### src/design/descriptor_list_dma_consts.svh
// Offsets, field positions and reset values of the descriptor-list DMA
`ifndef DESCRIPTOR_LIST_DMA_CONSTS_SVH
`define DESCRIPTOR_LIST_DMA_CONSTS_SVH
// ==========================================
// Descriptor layout
`define DESC_LINK_OFF    32'h0000_0000
`define DESC_STAT_OFF    32'h0000_0004
`define FRAG_BASE_OFF    32'h0000_0008
`define FRAG_SIZE_OFF    32'h0000_000C
`define FRAG_STEP_SHIFT  3
`define IMPLIED_DATA_OFF 32'h0000_0010
`define LAST_ENTRY       7'h3F
`define ENTRY_W          7
`define DESC_ALIGN_BITS  3
// ==========================================
// Word fields
`define COUNT_W          13
`define FINAL_FRAG_BIT   31
`define DONE_BIT         15
`define FRAME_ERR_BIT    14
`define SHORT_BIT        17
`define OVERFLOW_BIT     20
`define IMPLIED_BIT      28
`define SHORT_LIMIT      13'h003C
// ==========================================
// Register map
`define REG_TX_PTR       12'h000
`define REG_RX_PTR       12'h004
`define REG_CTRL         12'h008
`define REG_STATUS       12'h00C
`define REG_LAST_STATE   12'h010
`define CTRL_RX_EN_BIT   0
`define CTRL_TX_EN_BIT   1
`define ST_BUSY_BIT      0
`define ST_RX_END_BIT    1
`define ST_TX_END_BIT    2
`define RESET_WORD       32'h0000_0000
`endif

### src/design/descriptor_list_dma_pkg.sv
// Types shared by the descriptor-list DMA files
package descriptor_list_dma_pkg;
  typedef enum logic [3:0] {
    S_IDLE, S_LINK_RD, S_STAT_RD, S_FADDR_RD, S_FLEN_RD, S_DATA, S_BWR,
    S_BRD, S_TXO, S_DRAIN, S_FLAST_WR, S_STAT_WR, S_NEXT
  } dma_state_t;
endpackage

### src/design/descriptor_list_dma.sv
// Descriptor-list DMA engine moving frames between host memory and the FIFOs
//
// Added by the designer: the APB interface to the registers and the register addresses.
`timescale 1ns/1ps
`include "descriptor_list_dma_consts.svh"
module descriptor_list_dma
  import descriptor_list_dma_pkg::*;
(
  input  wire logic        pclk,
  input  wire logic        presetn,
  input  wire logic        psel,
  input  wire logic        penable,
  input  wire logic        pwrite,
  input  wire logic [11:0] paddr,
  input  wire logic [31:0] pwdata,
  output logic      [31:0] prdata,
  output logic             pready,
  output logic             pslverr,
  output logic             mem_req,
  output logic             mem_we,
  output logic             mem_byte,
  output logic      [31:0] mem_addr,
  output logic      [31:0] mem_wdata,
  input  wire logic [31:0] mem_rdata,
  input  wire logic        mem_ack,
  input  wire logic [7:0]  rx_data,
  input  wire logic        rx_valid,
  input  wire logic        rx_last,
  input  wire logic        rx_error,
  output logic             rx_ready,
  output logic      [7:0]  tx_data,
  output logic             tx_valid,
  output logic             tx_last,
  input  wire logic        tx_ready
);
  import descriptor_list_dma_pkg::*;

  dma_state_t            state_r, state_nxt;
  logic [31:0]           desc_r, desc_nxt, link_r, link_nxt, cstat_r, cstat_nxt;
  logic [31:0]           fbase_r, fbase_nxt, flen_r, flen_nxt, faddr_r, faddr_nxt;
  logic [`ENTRY_W-1:0]   entry_r, entry_nxt;
  logic [`COUNT_W-1:0]   fcnt_r, fcnt_nxt, len_r, len_nxt;
  logic [7:0]            byte_r, byte_nxt;
  logic                  tx_dir_r, tx_dir_nxt, ovf_r, ovf_nxt, last_r, last_nxt;
  logic                  impl_r, impl_nxt, err_r, err_nxt;
  logic [31:0]           tx_ptr, rx_ptr, state_word, ent_off;
  logic                  rx_en, tx_en, rx_end, tx_end, rx_adv, tx_adv;

  // ==========================================
  // Register file
  dma_apb_regs u_regs (
    .pclk            (pclk),
    .presetn         (presetn),
    .psel            (psel),
    .penable         (penable),
    .pwrite          (pwrite),
    .paddr           (paddr),
    .pwdata          (pwdata),
    .prdata          (prdata),
    .pready          (pready),
    .pslverr         (pslverr),
    .rx_adv          (rx_adv),
    .tx_adv          (tx_adv),
    .next_link       (link_r),
    .state_word      (state_word),
    .busy            (state_r != S_IDLE),
    .tx_list_pointer (tx_ptr),
    .rx_list_pointer (rx_ptr),
    .rx_en           (rx_en),
    .tx_en           (tx_en),
    .rx_chain_end    (rx_end),
    .tx_chain_end    (tx_end)
  );

  // ==========================================
  // Memory request
  assign ent_off = {22'h00_0000, entry_r, 3'h0};
  always_comb begin
    state_word = cstat_r & ~(32'h0000_0001 << `OVERFLOW_BIT);
    state_word[`COUNT_W-1:0]    = len_r;
    state_word[`DONE_BIT]       = 1'b1;
    state_word[`FRAME_ERR_BIT]  = err_r;
    state_word[`SHORT_BIT]      = len_r < `SHORT_LIMIT;
    state_word[`OVERFLOW_BIT]   = ovf_r;
    state_word[`IMPLIED_BIT]    = impl_r;
  end

  always_comb begin
    mem_req   = 1'b1;
    mem_we    = 1'b0;
    mem_byte  = 1'b0;
    mem_addr  = desc_r;
    mem_wdata = `RESET_WORD;
    unique case (state_r)
      S_LINK_RD:  mem_addr = desc_r + `DESC_LINK_OFF;
      S_STAT_RD:  mem_addr = desc_r + `DESC_STAT_OFF;
      S_FADDR_RD: mem_addr = desc_r + `FRAG_BASE_OFF + ent_off;
      S_FLEN_RD:  mem_addr = desc_r + `FRAG_SIZE_OFF + ent_off;
      S_BWR: begin
        mem_we    = 1'b1;
        mem_byte  = 1'b1;
        mem_addr  = fbase_r;
        mem_wdata = {24'h00_0000, byte_r};
      end
      S_BRD: begin
        mem_byte = 1'b1;
        mem_addr = fbase_r;
      end
      S_FLAST_WR: begin
        mem_we    = 1'b1;
        mem_addr  = faddr_r;
        mem_wdata = flen_r | (32'h0000_0001 << `FINAL_FRAG_BIT);
      end
      S_STAT_WR: begin
        mem_we    = 1'b1;
        mem_addr  = desc_r + `DESC_STAT_OFF;
        mem_wdata = tx_dir_r ? (cstat_r | (32'h0000_0001 << `DONE_BIT)) : state_word;
      end
      default:    mem_req = 1'b0;
    endcase
  end

  // ==========================================
  // Sequencer
  always_comb begin
    state_nxt  = state_r;
    desc_nxt   = desc_r;
    link_nxt   = link_r;
    cstat_nxt  = cstat_r;
    fbase_nxt  = fbase_r;
    flen_nxt   = flen_r;
    faddr_nxt  = faddr_r;
    entry_nxt  = entry_r;
    fcnt_nxt   = fcnt_r;
    len_nxt    = len_r;
    byte_nxt   = byte_r;
    tx_dir_nxt = tx_dir_r;
    ovf_nxt    = ovf_r;
    last_nxt   = last_r;
    impl_nxt   = impl_r;
    err_nxt    = err_r;
    rx_ready   = 1'b0;
    rx_adv     = 1'b0;
    tx_adv     = 1'b0;
    unique case (state_r)
      S_IDLE: begin
        if (rx_en && !rx_end && rx_valid) begin
          tx_dir_nxt = 1'b0;
          desc_nxt   = {rx_ptr[31:`DESC_ALIGN_BITS], 3'h0};
          state_nxt  = S_LINK_RD;
        end else if (tx_en && !tx_end) begin
          tx_dir_nxt = 1'b1;
          desc_nxt   = tx_ptr;
          state_nxt  = S_LINK_RD;
        end
      end
      S_LINK_RD: if (mem_ack) begin
        link_nxt  = mem_rdata;
        state_nxt = S_STAT_RD;
      end
      S_STAT_RD: if (mem_ack) begin
        cstat_nxt = mem_rdata;
        entry_nxt = '0;
        len_nxt   = '0;
        ovf_nxt   = 1'b0;
        err_nxt   = 1'b0;
        impl_nxt  = !tx_dir_r && mem_rdata[`IMPLIED_BIT];
        fbase_nxt = desc_r + `IMPLIED_DATA_OFF;
        state_nxt = (!tx_dir_r && mem_rdata[`IMPLIED_BIT]) ? S_FLEN_RD : S_FADDR_RD;
      end
      S_FADDR_RD: if (mem_ack) begin
        fbase_nxt = mem_rdata;
        state_nxt = S_FLEN_RD;
      end
      S_FLEN_RD: if (mem_ack) begin
        flen_nxt  = mem_rdata;
        faddr_nxt = mem_addr;
        fcnt_nxt  = mem_rdata[`COUNT_W-1:0];
        if (mem_rdata[`COUNT_W-1:0] == '0) begin
          state_nxt = tx_dir_r ? S_STAT_WR : S_DRAIN;
        end else begin
          state_nxt = S_DATA;
        end
      end
      S_DATA: begin
        if (fcnt_r == '0) begin
          entry_nxt = entry_r + 7'h01;
          if (tx_dir_r && flen_r[`FINAL_FRAG_BIT]) begin
            state_nxt = S_STAT_WR;
          end else if (impl_r || entry_r == `LAST_ENTRY) begin
            state_nxt = tx_dir_r ? S_STAT_WR : S_DRAIN;
          end else begin
            state_nxt = S_FADDR_RD;
          end
        end else if (tx_dir_r) begin
          state_nxt = S_BRD;
        end else if (rx_valid) begin
          rx_ready  = 1'b1;
          byte_nxt  = rx_data;
          last_nxt  = rx_last;
          err_nxt   = err_r | rx_error;
          len_nxt   = len_r + 13'h0001;
          state_nxt = S_BWR;
        end
      end
      S_BWR: if (mem_ack) begin
        fbase_nxt = fbase_r + 32'h0000_0001;
        fcnt_nxt  = fcnt_r - 13'h0001;
        state_nxt = last_r ? S_FLAST_WR : S_DATA;
      end
      S_BRD: if (mem_ack) begin
        byte_nxt  = mem_rdata[7:0];
        state_nxt = S_TXO;
      end
      S_TXO: if (tx_ready) begin
        fbase_nxt = fbase_r + 32'h0000_0001;
        fcnt_nxt  = fcnt_r - 13'h0001;
        state_nxt = S_DATA;
      end
      S_DRAIN: begin
        ovf_nxt  = 1'b1;
        rx_ready = 1'b1;
        if (rx_valid) begin
          len_nxt = len_r + 13'h0001;
          err_nxt = err_r | rx_error;
          if (rx_last) begin
            state_nxt = S_FLAST_WR;
          end
        end
      end
      S_FLAST_WR: if (mem_ack) begin
        state_nxt = S_STAT_WR;
      end
      S_STAT_WR: if (mem_ack) begin
        state_nxt = S_NEXT;
      end
      S_NEXT: begin
        // link followed; zero link stops the chain
        rx_adv    = !tx_dir_r;
        tx_adv    = tx_dir_r;
        state_nxt = S_IDLE;
      end
    endcase
  end

  always_ff @(posedge pclk or negedge presetn) begin
    if (!presetn) begin
      state_r  <= S_IDLE;
      desc_r   <= `RESET_WORD;
      link_r   <= `RESET_WORD;
      cstat_r  <= `RESET_WORD;
      fbase_r  <= `RESET_WORD;
      flen_r   <= `RESET_WORD;
      faddr_r  <= `RESET_WORD;
      entry_r  <= '0;
      fcnt_r   <= '0;
      len_r    <= '0;
      byte_r   <= 8'h00;
      tx_dir_r <= 1'b0;
      ovf_r    <= 1'b0;
      last_r   <= 1'b0;
      impl_r   <= 1'b0;
      err_r    <= 1'b0;
    end else begin
      state_r  <= state_nxt;
      desc_r   <= desc_nxt;
      link_r   <= link_nxt;
      cstat_r  <= cstat_nxt;
      fbase_r  <= fbase_nxt;
      flen_r   <= flen_nxt;
      faddr_r  <= faddr_nxt;
      entry_r  <= entry_nxt;
      fcnt_r   <= fcnt_nxt;
      len_r    <= len_nxt;
      byte_r   <= byte_nxt;
      tx_dir_r <= tx_dir_nxt;
      ovf_r    <= ovf_nxt;
      last_r   <= last_nxt;
      impl_r   <= impl_nxt;
      err_r    <= err_nxt;
    end
  end

  assign tx_data  = byte_r;
  assign tx_valid = state_r == S_TXO;
  assign tx_last  = tx_valid && fcnt_r == 13'h0001 && flen_r[`FINAL_FRAG_BIT];
endmodule

### src/design/dma_apb_regs.sv
// APB register file of the descriptor-list DMA
`timescale 1ns/1ps
`include "descriptor_list_dma_consts.svh"
module dma_apb_regs (
  input  wire logic        pclk,
  input  wire logic        presetn,
  input  wire logic        psel,
  input  wire logic        penable,
  input  wire logic        pwrite,
  input  wire logic [11:0] paddr,
  input  wire logic [31:0] pwdata,
  output logic      [31:0] prdata,
  output logic             pready,
  output logic             pslverr,
  input  wire logic        rx_adv,
  input  wire logic        tx_adv,
  input  wire logic [31:0] next_link,
  input  wire logic [31:0] state_word,
  input  wire logic        busy,
  output logic      [31:0] tx_list_pointer,
  output logic      [31:0] rx_list_pointer,
  output logic             rx_en,
  output logic             tx_en,
  output logic             rx_chain_end,
  output logic             tx_chain_end
);
  logic [31:0] tx_ptr_r, tx_ptr_nxt, rx_ptr_r, rx_ptr_nxt, last_r, last_nxt;
  logic [31:0] rdata_r, rdata_nxt;
  logic [1:0]  ctrl_r, ctrl_nxt;
  logic        rx_end_r, rx_end_nxt, tx_end_r, tx_end_nxt, err_r, err_nxt;
  logic        wr, setup, mapped;

  assign wr     = psel && penable && pwrite;
  assign setup  = psel && !penable;
  assign mapped = (paddr == `REG_TX_PTR) || (paddr == `REG_RX_PTR) ||
                  (paddr == `REG_CTRL) || (paddr == `REG_STATUS) ||
                  (paddr == `REG_LAST_STATE);

  always_comb begin
    tx_ptr_nxt = tx_adv ? next_link : tx_ptr_r;
    rx_ptr_nxt = rx_adv ? next_link : rx_ptr_r;
    last_nxt   = rx_adv ? state_word : last_r;
    ctrl_nxt   = ctrl_r;
    // Set wins over the clear by a pointer write
    rx_end_nxt = rx_end_r;
    tx_end_nxt = tx_end_r;
    if (wr && paddr == `REG_TX_PTR) begin
      tx_ptr_nxt = pwdata;
      tx_end_nxt = 1'b0;
    end
    if (wr && paddr == `REG_RX_PTR) begin
      rx_ptr_nxt = pwdata;
      rx_end_nxt = 1'b0;
    end
    if (wr && paddr == `REG_CTRL) begin
      ctrl_nxt = pwdata[1:0];
    end
    if (rx_adv && next_link == 32'h0000_0000) begin
      rx_end_nxt = 1'b1;
    end
    if (tx_adv && next_link == 32'h0000_0000) begin
      tx_end_nxt = 1'b1;
    end
    rdata_nxt = rdata_r;
    err_nxt   = err_r;
    if (setup) begin
      err_nxt = !mapped;
      unique case (paddr)
        `REG_TX_PTR:     rdata_nxt = tx_ptr_r;
        `REG_RX_PTR:     rdata_nxt = rx_ptr_r;
        `REG_CTRL:       rdata_nxt = {30'h0000_0000, ctrl_r};
        `REG_STATUS:     rdata_nxt = {29'h0000_0000, tx_end_r, rx_end_r, busy};
        `REG_LAST_STATE: rdata_nxt = last_r;
        default:         rdata_nxt = `RESET_WORD;
      endcase
    end
  end

  always_ff @(posedge pclk or negedge presetn) begin
    if (!presetn) begin
      tx_ptr_r <= `RESET_WORD;
      rx_ptr_r <= `RESET_WORD;
      last_r   <= `RESET_WORD;
      rdata_r  <= `RESET_WORD;
      ctrl_r   <= 2'h0;
      rx_end_r <= 1'b0;
      tx_end_r <= 1'b0;
      err_r    <= 1'b0;
    end else begin
      tx_ptr_r <= tx_ptr_nxt;
      rx_ptr_r <= rx_ptr_nxt;
      last_r   <= last_nxt;
      rdata_r  <= rdata_nxt;
      ctrl_r   <= ctrl_nxt;
      rx_end_r <= rx_end_nxt;
      tx_end_r <= tx_end_nxt;
      err_r    <= err_nxt;
    end
  end

  assign prdata          = rdata_r;
  assign pready          = 1'b1;
  assign pslverr         = psel && penable && err_r;
  assign tx_list_pointer = tx_ptr_r;
  assign rx_list_pointer = rx_ptr_r;
  assign rx_en           = ctrl_r[`CTRL_RX_EN_BIT];
  assign tx_en           = ctrl_r[`CTRL_TX_EN_BIT];
  assign rx_chain_end    = rx_end_r;
  assign tx_chain_end    = tx_end_r;
endmodule

### config.mk
export PLATFORM = sky130hd
export DESIGN_NAME = descriptor_list_dma
export DESIGN_NICKNAME = d
export VERILOG_FILES = /design/src/design/descriptor_list_dma_pkg.sv /design/src/design/descriptor_list_dma.sv /design/src/design/dma_apb_regs.sv
export VERILOG_INCLUDE_DIRS = /design/src /design/src/design
export SDC_FILE = /design/constraint.sdc
export NUM_CORES = 1
export LEC_CHECK = 0
export BUFFER_PORTS_ARGS = -buffer_cell sky130_fd_sc_hd__buf_4
export CAP_MARGIN = 15
export CORE_MARGIN = 2
export CORE_UTILIZATION = 45
export CTS_CLUSTER_SIZE = 25
export DETAILED_ROUTE_END_ITERATION = 12
export PLACE_DENSITY = 0.68
export SLEW_MARGIN = 20
export SYNTH_ARGS = -nofsm -noshare
export SYNTH_HDL_FRONTEND = slang
export SYNTH_SLANG_ARGS = --single-unit
### constraint.sdc
create_clock -name pclk -period 3.18 [get_ports pclk]
set_input_delay 0.477 -clock pclk [delete_from_list [all_inputs] [get_ports pclk]]
set_output_delay 0.477 -clock pclk [all_outputs]
set_load 0.1 [all_outputs]
==> reports/metrics.cfg, run 1 <==
[global_route]
grt_usage=0.3350
antenna_found_initial=1
grt.overflow.total=0
grt_max_degree=96
grt_pass1_vias=20550
grt_pass1_wl_um=128100

[timing]
fin_crit_ps=3904
skew_ps=21.35
slew_headroom=0.2884
drv_slew=0
worst_pin_slew_ps=1067
tns_ps=-13730
setup_ws_ps=-724.4
hold_viol=0
fin_crit_sh=1.228
fmax_mhz=256.1
rsz0062_at_grt=true
hold_slack_ps=121.6
setup_viol=27

[die]
dieWidth_um=224.2
core_mm2=0.04785
ios=206
rows=80
dieArea_mm2=0.05026
die_h_um=224.2
start_util=0.4560

[power_and_ir_drop]
powerDensity_mw_per_mm2=849.3
vdd_drop_max_v=0.0006249
power_mw=24.39
power_leakage_nw=12.60

[detailed_routing]
final_antenna_net_count=0
drtIter0Drc=2625
dr_total_vias=21420
drt-pass1-iter-count=7
drc=0
routed_wl_um=85450
viasPerCell=6.221
wl_per_cell_um=24.81

[placed_design]
dpl_worst_slack_ps=-245.6
dp_hpwl_um=61160
port_buffers=204
gp_congestion=0.9516

[logic_synthesis]
syn_nets=2600
ys_async_sr_fraction=1.000
synthCells=2482
syn_area_per_cell_um2=8.790
ys_ff_latch=374
synth_edf_count=0
yosysWarnings=0
ys.flop_type=dfrtp_1
synth.distinct_cells=96
seq_area_frac_synth=0.4290
synthesis.area_mm2=0.02182

[worst_setup_path]
required_ps=2700
cp-start-kind=flop
crit_path_end_kind=output pin
crit_type=reg2out
cp_max_fo=6
arrival_ps=3430

[layout]
drive_above_1_share=0.2992
layout-area-overhead-vs-synth_pct=31.62
post-route-util=0.6002
nNetsFinal=2913

[cts]
clockRootBuffer=clkbuf_16
path_clk_slew_ps=60
clk_path_buf_depth=3
htreeDepth=2
numCtsBuffers=43
cts.sinks=374
clk_latency_ps=590
cts_tree=done

[status]
violations=negative setup slack
status=finished with violations

[flow_run]
maxCapViolCount=0

[min_path]
hold_class=in2reg

==> power breakdown <==
group	internal (mW)	switching, mW
combinational	4.28	7.68
clock	2.82	2.14
sequential	6.04	1.43
total	13.1	11.3
==> cell families after synthesis <==
family / count (synthesis) / synth area share
simple gates: 936 / 0.1936
compound gates: 650 / 0.1934
flops: 374 / 0.4290
buf+inv: 229 / 0.04433
mux: 214 / 0.1034
xor+xnor: 54 / 0.02168
fa+ha+maj: 24 / 0.01445
other cells: 1 / 0.0001719
==> Yosys cell counts (all sizes together), types with 4 or more instances <==
cell type | instances | share of area
a221o | 8 | 0.0037
a22oi | 27 | 0.0099
nor3 | 43 | 0.011
nor2 | 239 | 0.041
a2bb2oi | 4 | 0.0016
a21oi | 168 | 0.039
o21ai | 202 | 0.047
xor2 | 27 | 0.011
and2 | 9 | 0.0027
o21a | 14 | 0.0048
or2 | 6 | 0.0017
mux2i | 123 | 0.056
a22o | 7 | 0.0028
and3 | 22 | 0.0063
a222oi | 36 | 0.017
a211oi | 18 | 0.0064
o221ai | 10 | 0.0040
buf | 80 | 0.019
nor2b | 11 | 0.0033
clkbuf | 113 | 0.019
nor3b | 5 | 0.0022
a221oi | 30 | 0.012
and4 | 8 | 0.0033
a32oi | 5 | 0.0020
inv | 35 | 0.0060
o22ai | 20 | 0.0057
mux2 | 91 | 0.047
nand3 | 69 | 0.016
a21o | 11 | 0.0038
a31oi | 27 | 0.0077
nand2 | 422 | 0.073
ha | 22 | 0.013
nor4 | 27 | 0.0099
dfrtp | 374 | 0.43
nand2b | 12 | 0.0034
o211ai | 9 | 0.0033
nand4 | 41 | 0.012
o31ai | 11 | 0.0042
xnor2 | 27 | 0.011
or3 | 8 | 0.0023
o2111ai | 6 | 0.0024
==> placed cells by master (no fill, tap or decap), drive strengths merged, types with 9 or more instances in the layout <==
master and instances:
buf 459, nand2 422, dfrtp 374, nor2 239
o21ai 202, a21oi 168, mux2i 123, mux2 91
nand3 69, clkbuf 60, nor3 43, nand4 41
a222oi 36, inv 36, a221oi 30, xor2 27
xnor2 27, a22oi 27, a31oi 27, nor4 27
and3 22, ha 22, o22ai 20, a211oi 18
o21a 14, clkinv 14, nand2b 12, a21o 11
o31ai 11, nor2b 11, o221ai 10, o211ai 9
and2 9
==> per-stage QoR <==
step           cells  area, um2
2_1_floorplan   2482      22480
3_3_place_gp    3337      25940
3_5_place_dp    3337      25940
4_1_cts         3424      28240
5_1_grt         3443      28710
6_report        3444      28720
==> worst max-delay path: stages (launching register included) <==
cell       delay, ps
dfrtp_1          420
ha_4             300
ha_4             140
inv_4             40
fa_2             350
nand2b_4         160
a21o_4           240
o21bai_4         280
a21oi_2          110
o2111ai_1        200
o21ai_1          130
o21ba_4          280
buf_12           180
==> routing by layer <==
| metal | GRT usage | wire (um) |
|---|---|---|
| met2 | 0.5089 | 37820 |
| met5 | 0 | 0 |
| met4 | 0.1081 | 2605 |
| met1 | 0.4937 | 37770 |
| met3 | 0.04630 | 7253 |
==> repair_timing <==
action / CTS / global route
gates cloned: 1 / 0
resized for setup: 165 / 71
hold buffers: 1 / 0
endpoints found under the setup margin: 43 / 49
pin swaps: 44 / 40
endpoints found under the hold margin: 44 / 0
buffers inserted: 8 / 20
==> path summary, 6_finish.rpt <==
path	depth (start not counted)	from	to	slack, ps
max in group asynchronous	3	presetn	u_regs.prdata[22]	1860
max	12	desc_r[4]	mem_addr[16]	-720
min	3	mem_rdata[30]	cstat_r[30]	120
min reg2reg	2	cstat_r[5]	cstat_r[5]	470
min in group asynchronous	2	presetn	fcnt_r[5]	430
max reg2reg	12	desc_r[4]	faddr_r[10]	240
==> final cells by class <==
class,instances,area [um2]
fillers,4081,19130
multi-input cells,1879,12880
flip-flops and latches,374,9366
repair buffers,461,4160
clock buffers,60,1200
well taps,615,769.5
clock inverters,18,188.9
inverters,36,142.6
diodes,1,2.502
==> state kept, by name, summed over array words and instances, names as in the netlist <==
register	cells
desc_r	32
faddr_r	32
fbase_r	32
flen_r	32
link_r	32
u_regs.last_r	32
u_regs.prdata	32
u_regs.rx_list_pointer	32
u_regs.tx_list_pointer	32
cstat_r	31
fcnt_r	13
len_r	13
tx_data	8
entry_r	7
state_r	4
u_regs.ctrl_r	2
err_r	1
impl_r	1
last_r	1
ovf_r	1
tx_dir_r	1
u_regs.err_r	1
u_regs.rx_chain_end	1
u_regs.tx_chain_end	1
Note: power is estimated with default switching activity, not from simulation.
==> run 2, diff against run 1 <==
--- a/config.mk
+++ b/config.mk
@@ -6,13 +6,13 @@
 export SDC_FILE = /design/constraint.sdc
 export NUM_CORES = 1
 export LEC_CHECK = 0
-export BUFFER_PORTS_ARGS = -buffer_cell sky130_fd_sc_hd__buf_4
 export CAP_MARGIN = 15
 export CORE_MARGIN = 2
 export CORE_UTILIZATION = 45
 export CTS_CLUSTER_SIZE = 25
 export DETAILED_ROUTE_END_ITERATION = 12
-export PLACE_DENSITY = 0.68
+export DONT_BUFFER_PORTS = 1
+export PLACE_DENSITY = 0.64
 export SLEW_MARGIN = 20
 export SYNTH_ARGS = -nofsm -noshare
 export SYNTH_HDL_FRONTEND = slang
==> reports/metrics.cfg, run 2 (same netlist as run 1, synthesis figures left out) <==
[status]
status=finished with violations
violations=negative hold slack, max-slew violations, negative setup slack

[placed_design]
gp_congestion=0.9874  ; +3.8%
dp_hpwl_um=61610  ; +0.74%
dpl_worst_slack_ps=-305.5  ; -59.89 ps
port_buffers=0  ; -100%

[die]
dieWidth_um=224.2  ; unchanged
die_h_um=224.2  ; unchanged
core_mm2=0.04785  ; unchanged
start_util=0.4560  ; unchanged
ios=206  ; unchanged
dieArea_mm2=0.05026  ; unchanged
rows=80  ; unchanged

[layout]
multi_input_area_mm2=0.01286  ; -0.19%
fillCellCount=4090  ; +0.22%
final_common_cell=nand2_1
drive_above_1_share=0.2665  ; -0.03263
nNetsFinal=2839  ; -2.5%
register_area_mm2=0.009364  ; about the same
layout-area-overhead-vs-synth_pct=30.49
layout_common_cells=409 x nand2_1, 372 x dfrtp_1, 263 x buf_4, 216 x nor2_1, 145 x a21oi_1

[worst_setup_path]
ff2ff_path_depth=11  ; -1
required_ps=2700  ; about the same
r2r-end=faddr_r[13]
rrSetupSlack_ps=-110  ; -350 ps
cp-start-kind=flop
crit_path_max_incr_delay_ps=980  ; +560 ps
cp_max_fo=5  ; -1
crit_path_cell_trace=inv_4 -> ha_4 -> inv_2 -> ha_4 -> fa_2 -> and2_4 -> or3_4 -> o21ai_2 -> o22ai_2 -> a211oi_4
crit_path_frequent_cell=ha_4
crit_type=reg2out
arrival_ps=3560  ; +130 ps
r2r-start=desc_r[3]
cpMaxStageDelayCell=a211oi_4
crit_path_end_kind=output pin

[timing]
drv_slew=74  ; +74
rsz0062_at_grt=true
tns_ps=-17270  ; -3532 ps
setup_viol=31  ; +15%
fmax_mhz=247.6  ; -3.3%
hold_viol=374  ; +374
slew_headroom=-0.03132  ; -0.3197
fin_crit_sh=1.270  ; +0.04216
setup_ws_ps=-858.5  ; -134.1 ps
hold_slack_ps=-423.7  ; -545.3 ps
worst_pin_slew_ps=1547  ; +479.6 ps
skew_ps=33.40  ; +12.05 ps
fin_crit_ps=4038  ; +134.1 ps

[detailed_routing]
drc=0  ; unchanged
drt-pass1-iter-count=7  ; unchanged
wl_per_cell_um=26.06  ; +5.0%
final_antenna_net_count=0  ; unchanged
dr_total_vias=21300  ; -0.57%
routed_wl_um=87810  ; +2.8%
drtIter0Drc=2443  ; -6.9%
viasPerCell=6.321  ; +1.6%

[cts]
cts_tree=done
cts.hold.buffers_added=32  ; +31
htreeDepth=2  ; unchanged
clockRootBuffer=clkbuf_16
numCtsBuffers=44  ; +2.3%
path_clk_slew_ps=60  ; about the same
cts.sinks=374  ; unchanged
clk_path_buf_depth=3  ; unchanged
clk_latency_ps=610  ; +20 ps

[global_route]
grt_usage=0.3462  ; +0.01123
grt_pass1_vias=20770  ; +1.1%
grt_pass1_wl_um=132100  ; +3.1%
grt_max_degree=375  ; +290%
grt.overflow.total=0  ; unchanged
antenna_found_initial=5  ; +4

[power_and_ir_drop]
powerDensity_mw_per_mm2=869.1  ; +2.3%
vdd_drop_max_v=0.0005224  ; -16%
power_leakage_nw=12.29  ; -2.5%

[flow_run]
maxCapViolCount=0  ; unchanged

[min_path]
hold_class=in2async

## run 2: changes by cell type in the layout (fill, tap and decap cells not counted), moves of 3 or more
cell	previous run	this run
nand2_2	13	9
buf_6	19	34
clkinv_2	10	6
nor2_1	210	216
dlygate4sd3_1	1	32
o31ai_1	8	5
buf_4	391	263
bufinv_16	2	7
nor2_2	23	16
o31ai_2	2	5
buf_12	44	50
## run 2: per-layer routing
metal	vias up	GRT usage	wire length, um
li1	9436	-	-
met1	10620	0.4981	38110
met2	1047	0.5248	38880
met3	194	0.05876	7553
met4	4	0.1271	3235
met5	-	0	23
## run 2: through the flow
step / area, um2 / power [mW] / hold slack, ps / utilization / std cells
6_report: 28470 / 24.74 / -423.7 / 0.5950 / 3370
5_1_grt: 28470 / 25.74 / -440.9 / 0.5950 / 3369
4_1_cts: 28250 / 24.57 / -432.9 / 0.5905 / 3368
3_5_place_dp: 25380 / 18.40 / 205.5 / 0.5305 / 3213
3_3_place_gp: 25380 / 18.20 / 205.9 / 0.5305 / 3213
2_1_floorplan: 22480 / 14.62 / 181.4 / - / 2482
## run 2: timing repair
action / 4_1_cts / 5_1_grt
endpoints found under the hold margin: 438 / 374
pin swaps: 68 / 46
buffers inserted: 48 / 12
endpoints found under the setup margin: 48 / 45
gates resized for setup: 136 / 56
## run 2: worst max path at each step
stage / startpoint / end / slack, ps
after floorplan: desc_r[3] / faddr_r[10] / -650
after global placement: desc_r[6] / mem_addr[13] / -230
after detailed placement: desc_r[8] / mem_addr[13] / -310
after CTS: desc_r[3] / mem_addr[13] / -870
after global routing: entry_r[1] / mem_addr[28] / -920
final: desc_r[3] / mem_addr[13] / -860
## run 2: layout make-up
cell class	instances	share of cell area
Multi-Input combinational cell	1879	0.4517
Sequential cell	374	0.3289
Timing Repair Buffer	386	0.1329
Clock buffer	58	0.04228
Tap cell	615	0.02703
Clock inverter	21	0.01195
Inverter	36	0.005098
Antenna cell	1	0.00008790
## run 2: worst max-delay path: cells and delay by family (launching register included)
kind | cells | cell delay, ps
DFF | 1 | 390
and+or+nand+nor | 2 | 550
AOI/OAI and AO/OA | 3 | 1150
buffers and inverters | 2 | 90
adders and majority gates | 3 | 780
## run 2: power breakdown
| group | internal [mW] | total (mW) | switching [mW] |
|---|---|---|---|
| Clock | 3.26 | 5.45 | 2.19 |
| Combinational | 4.25 | 11.9 | 7.67 |
| Sequential | 6.04 | 7.37 | 1.34 |
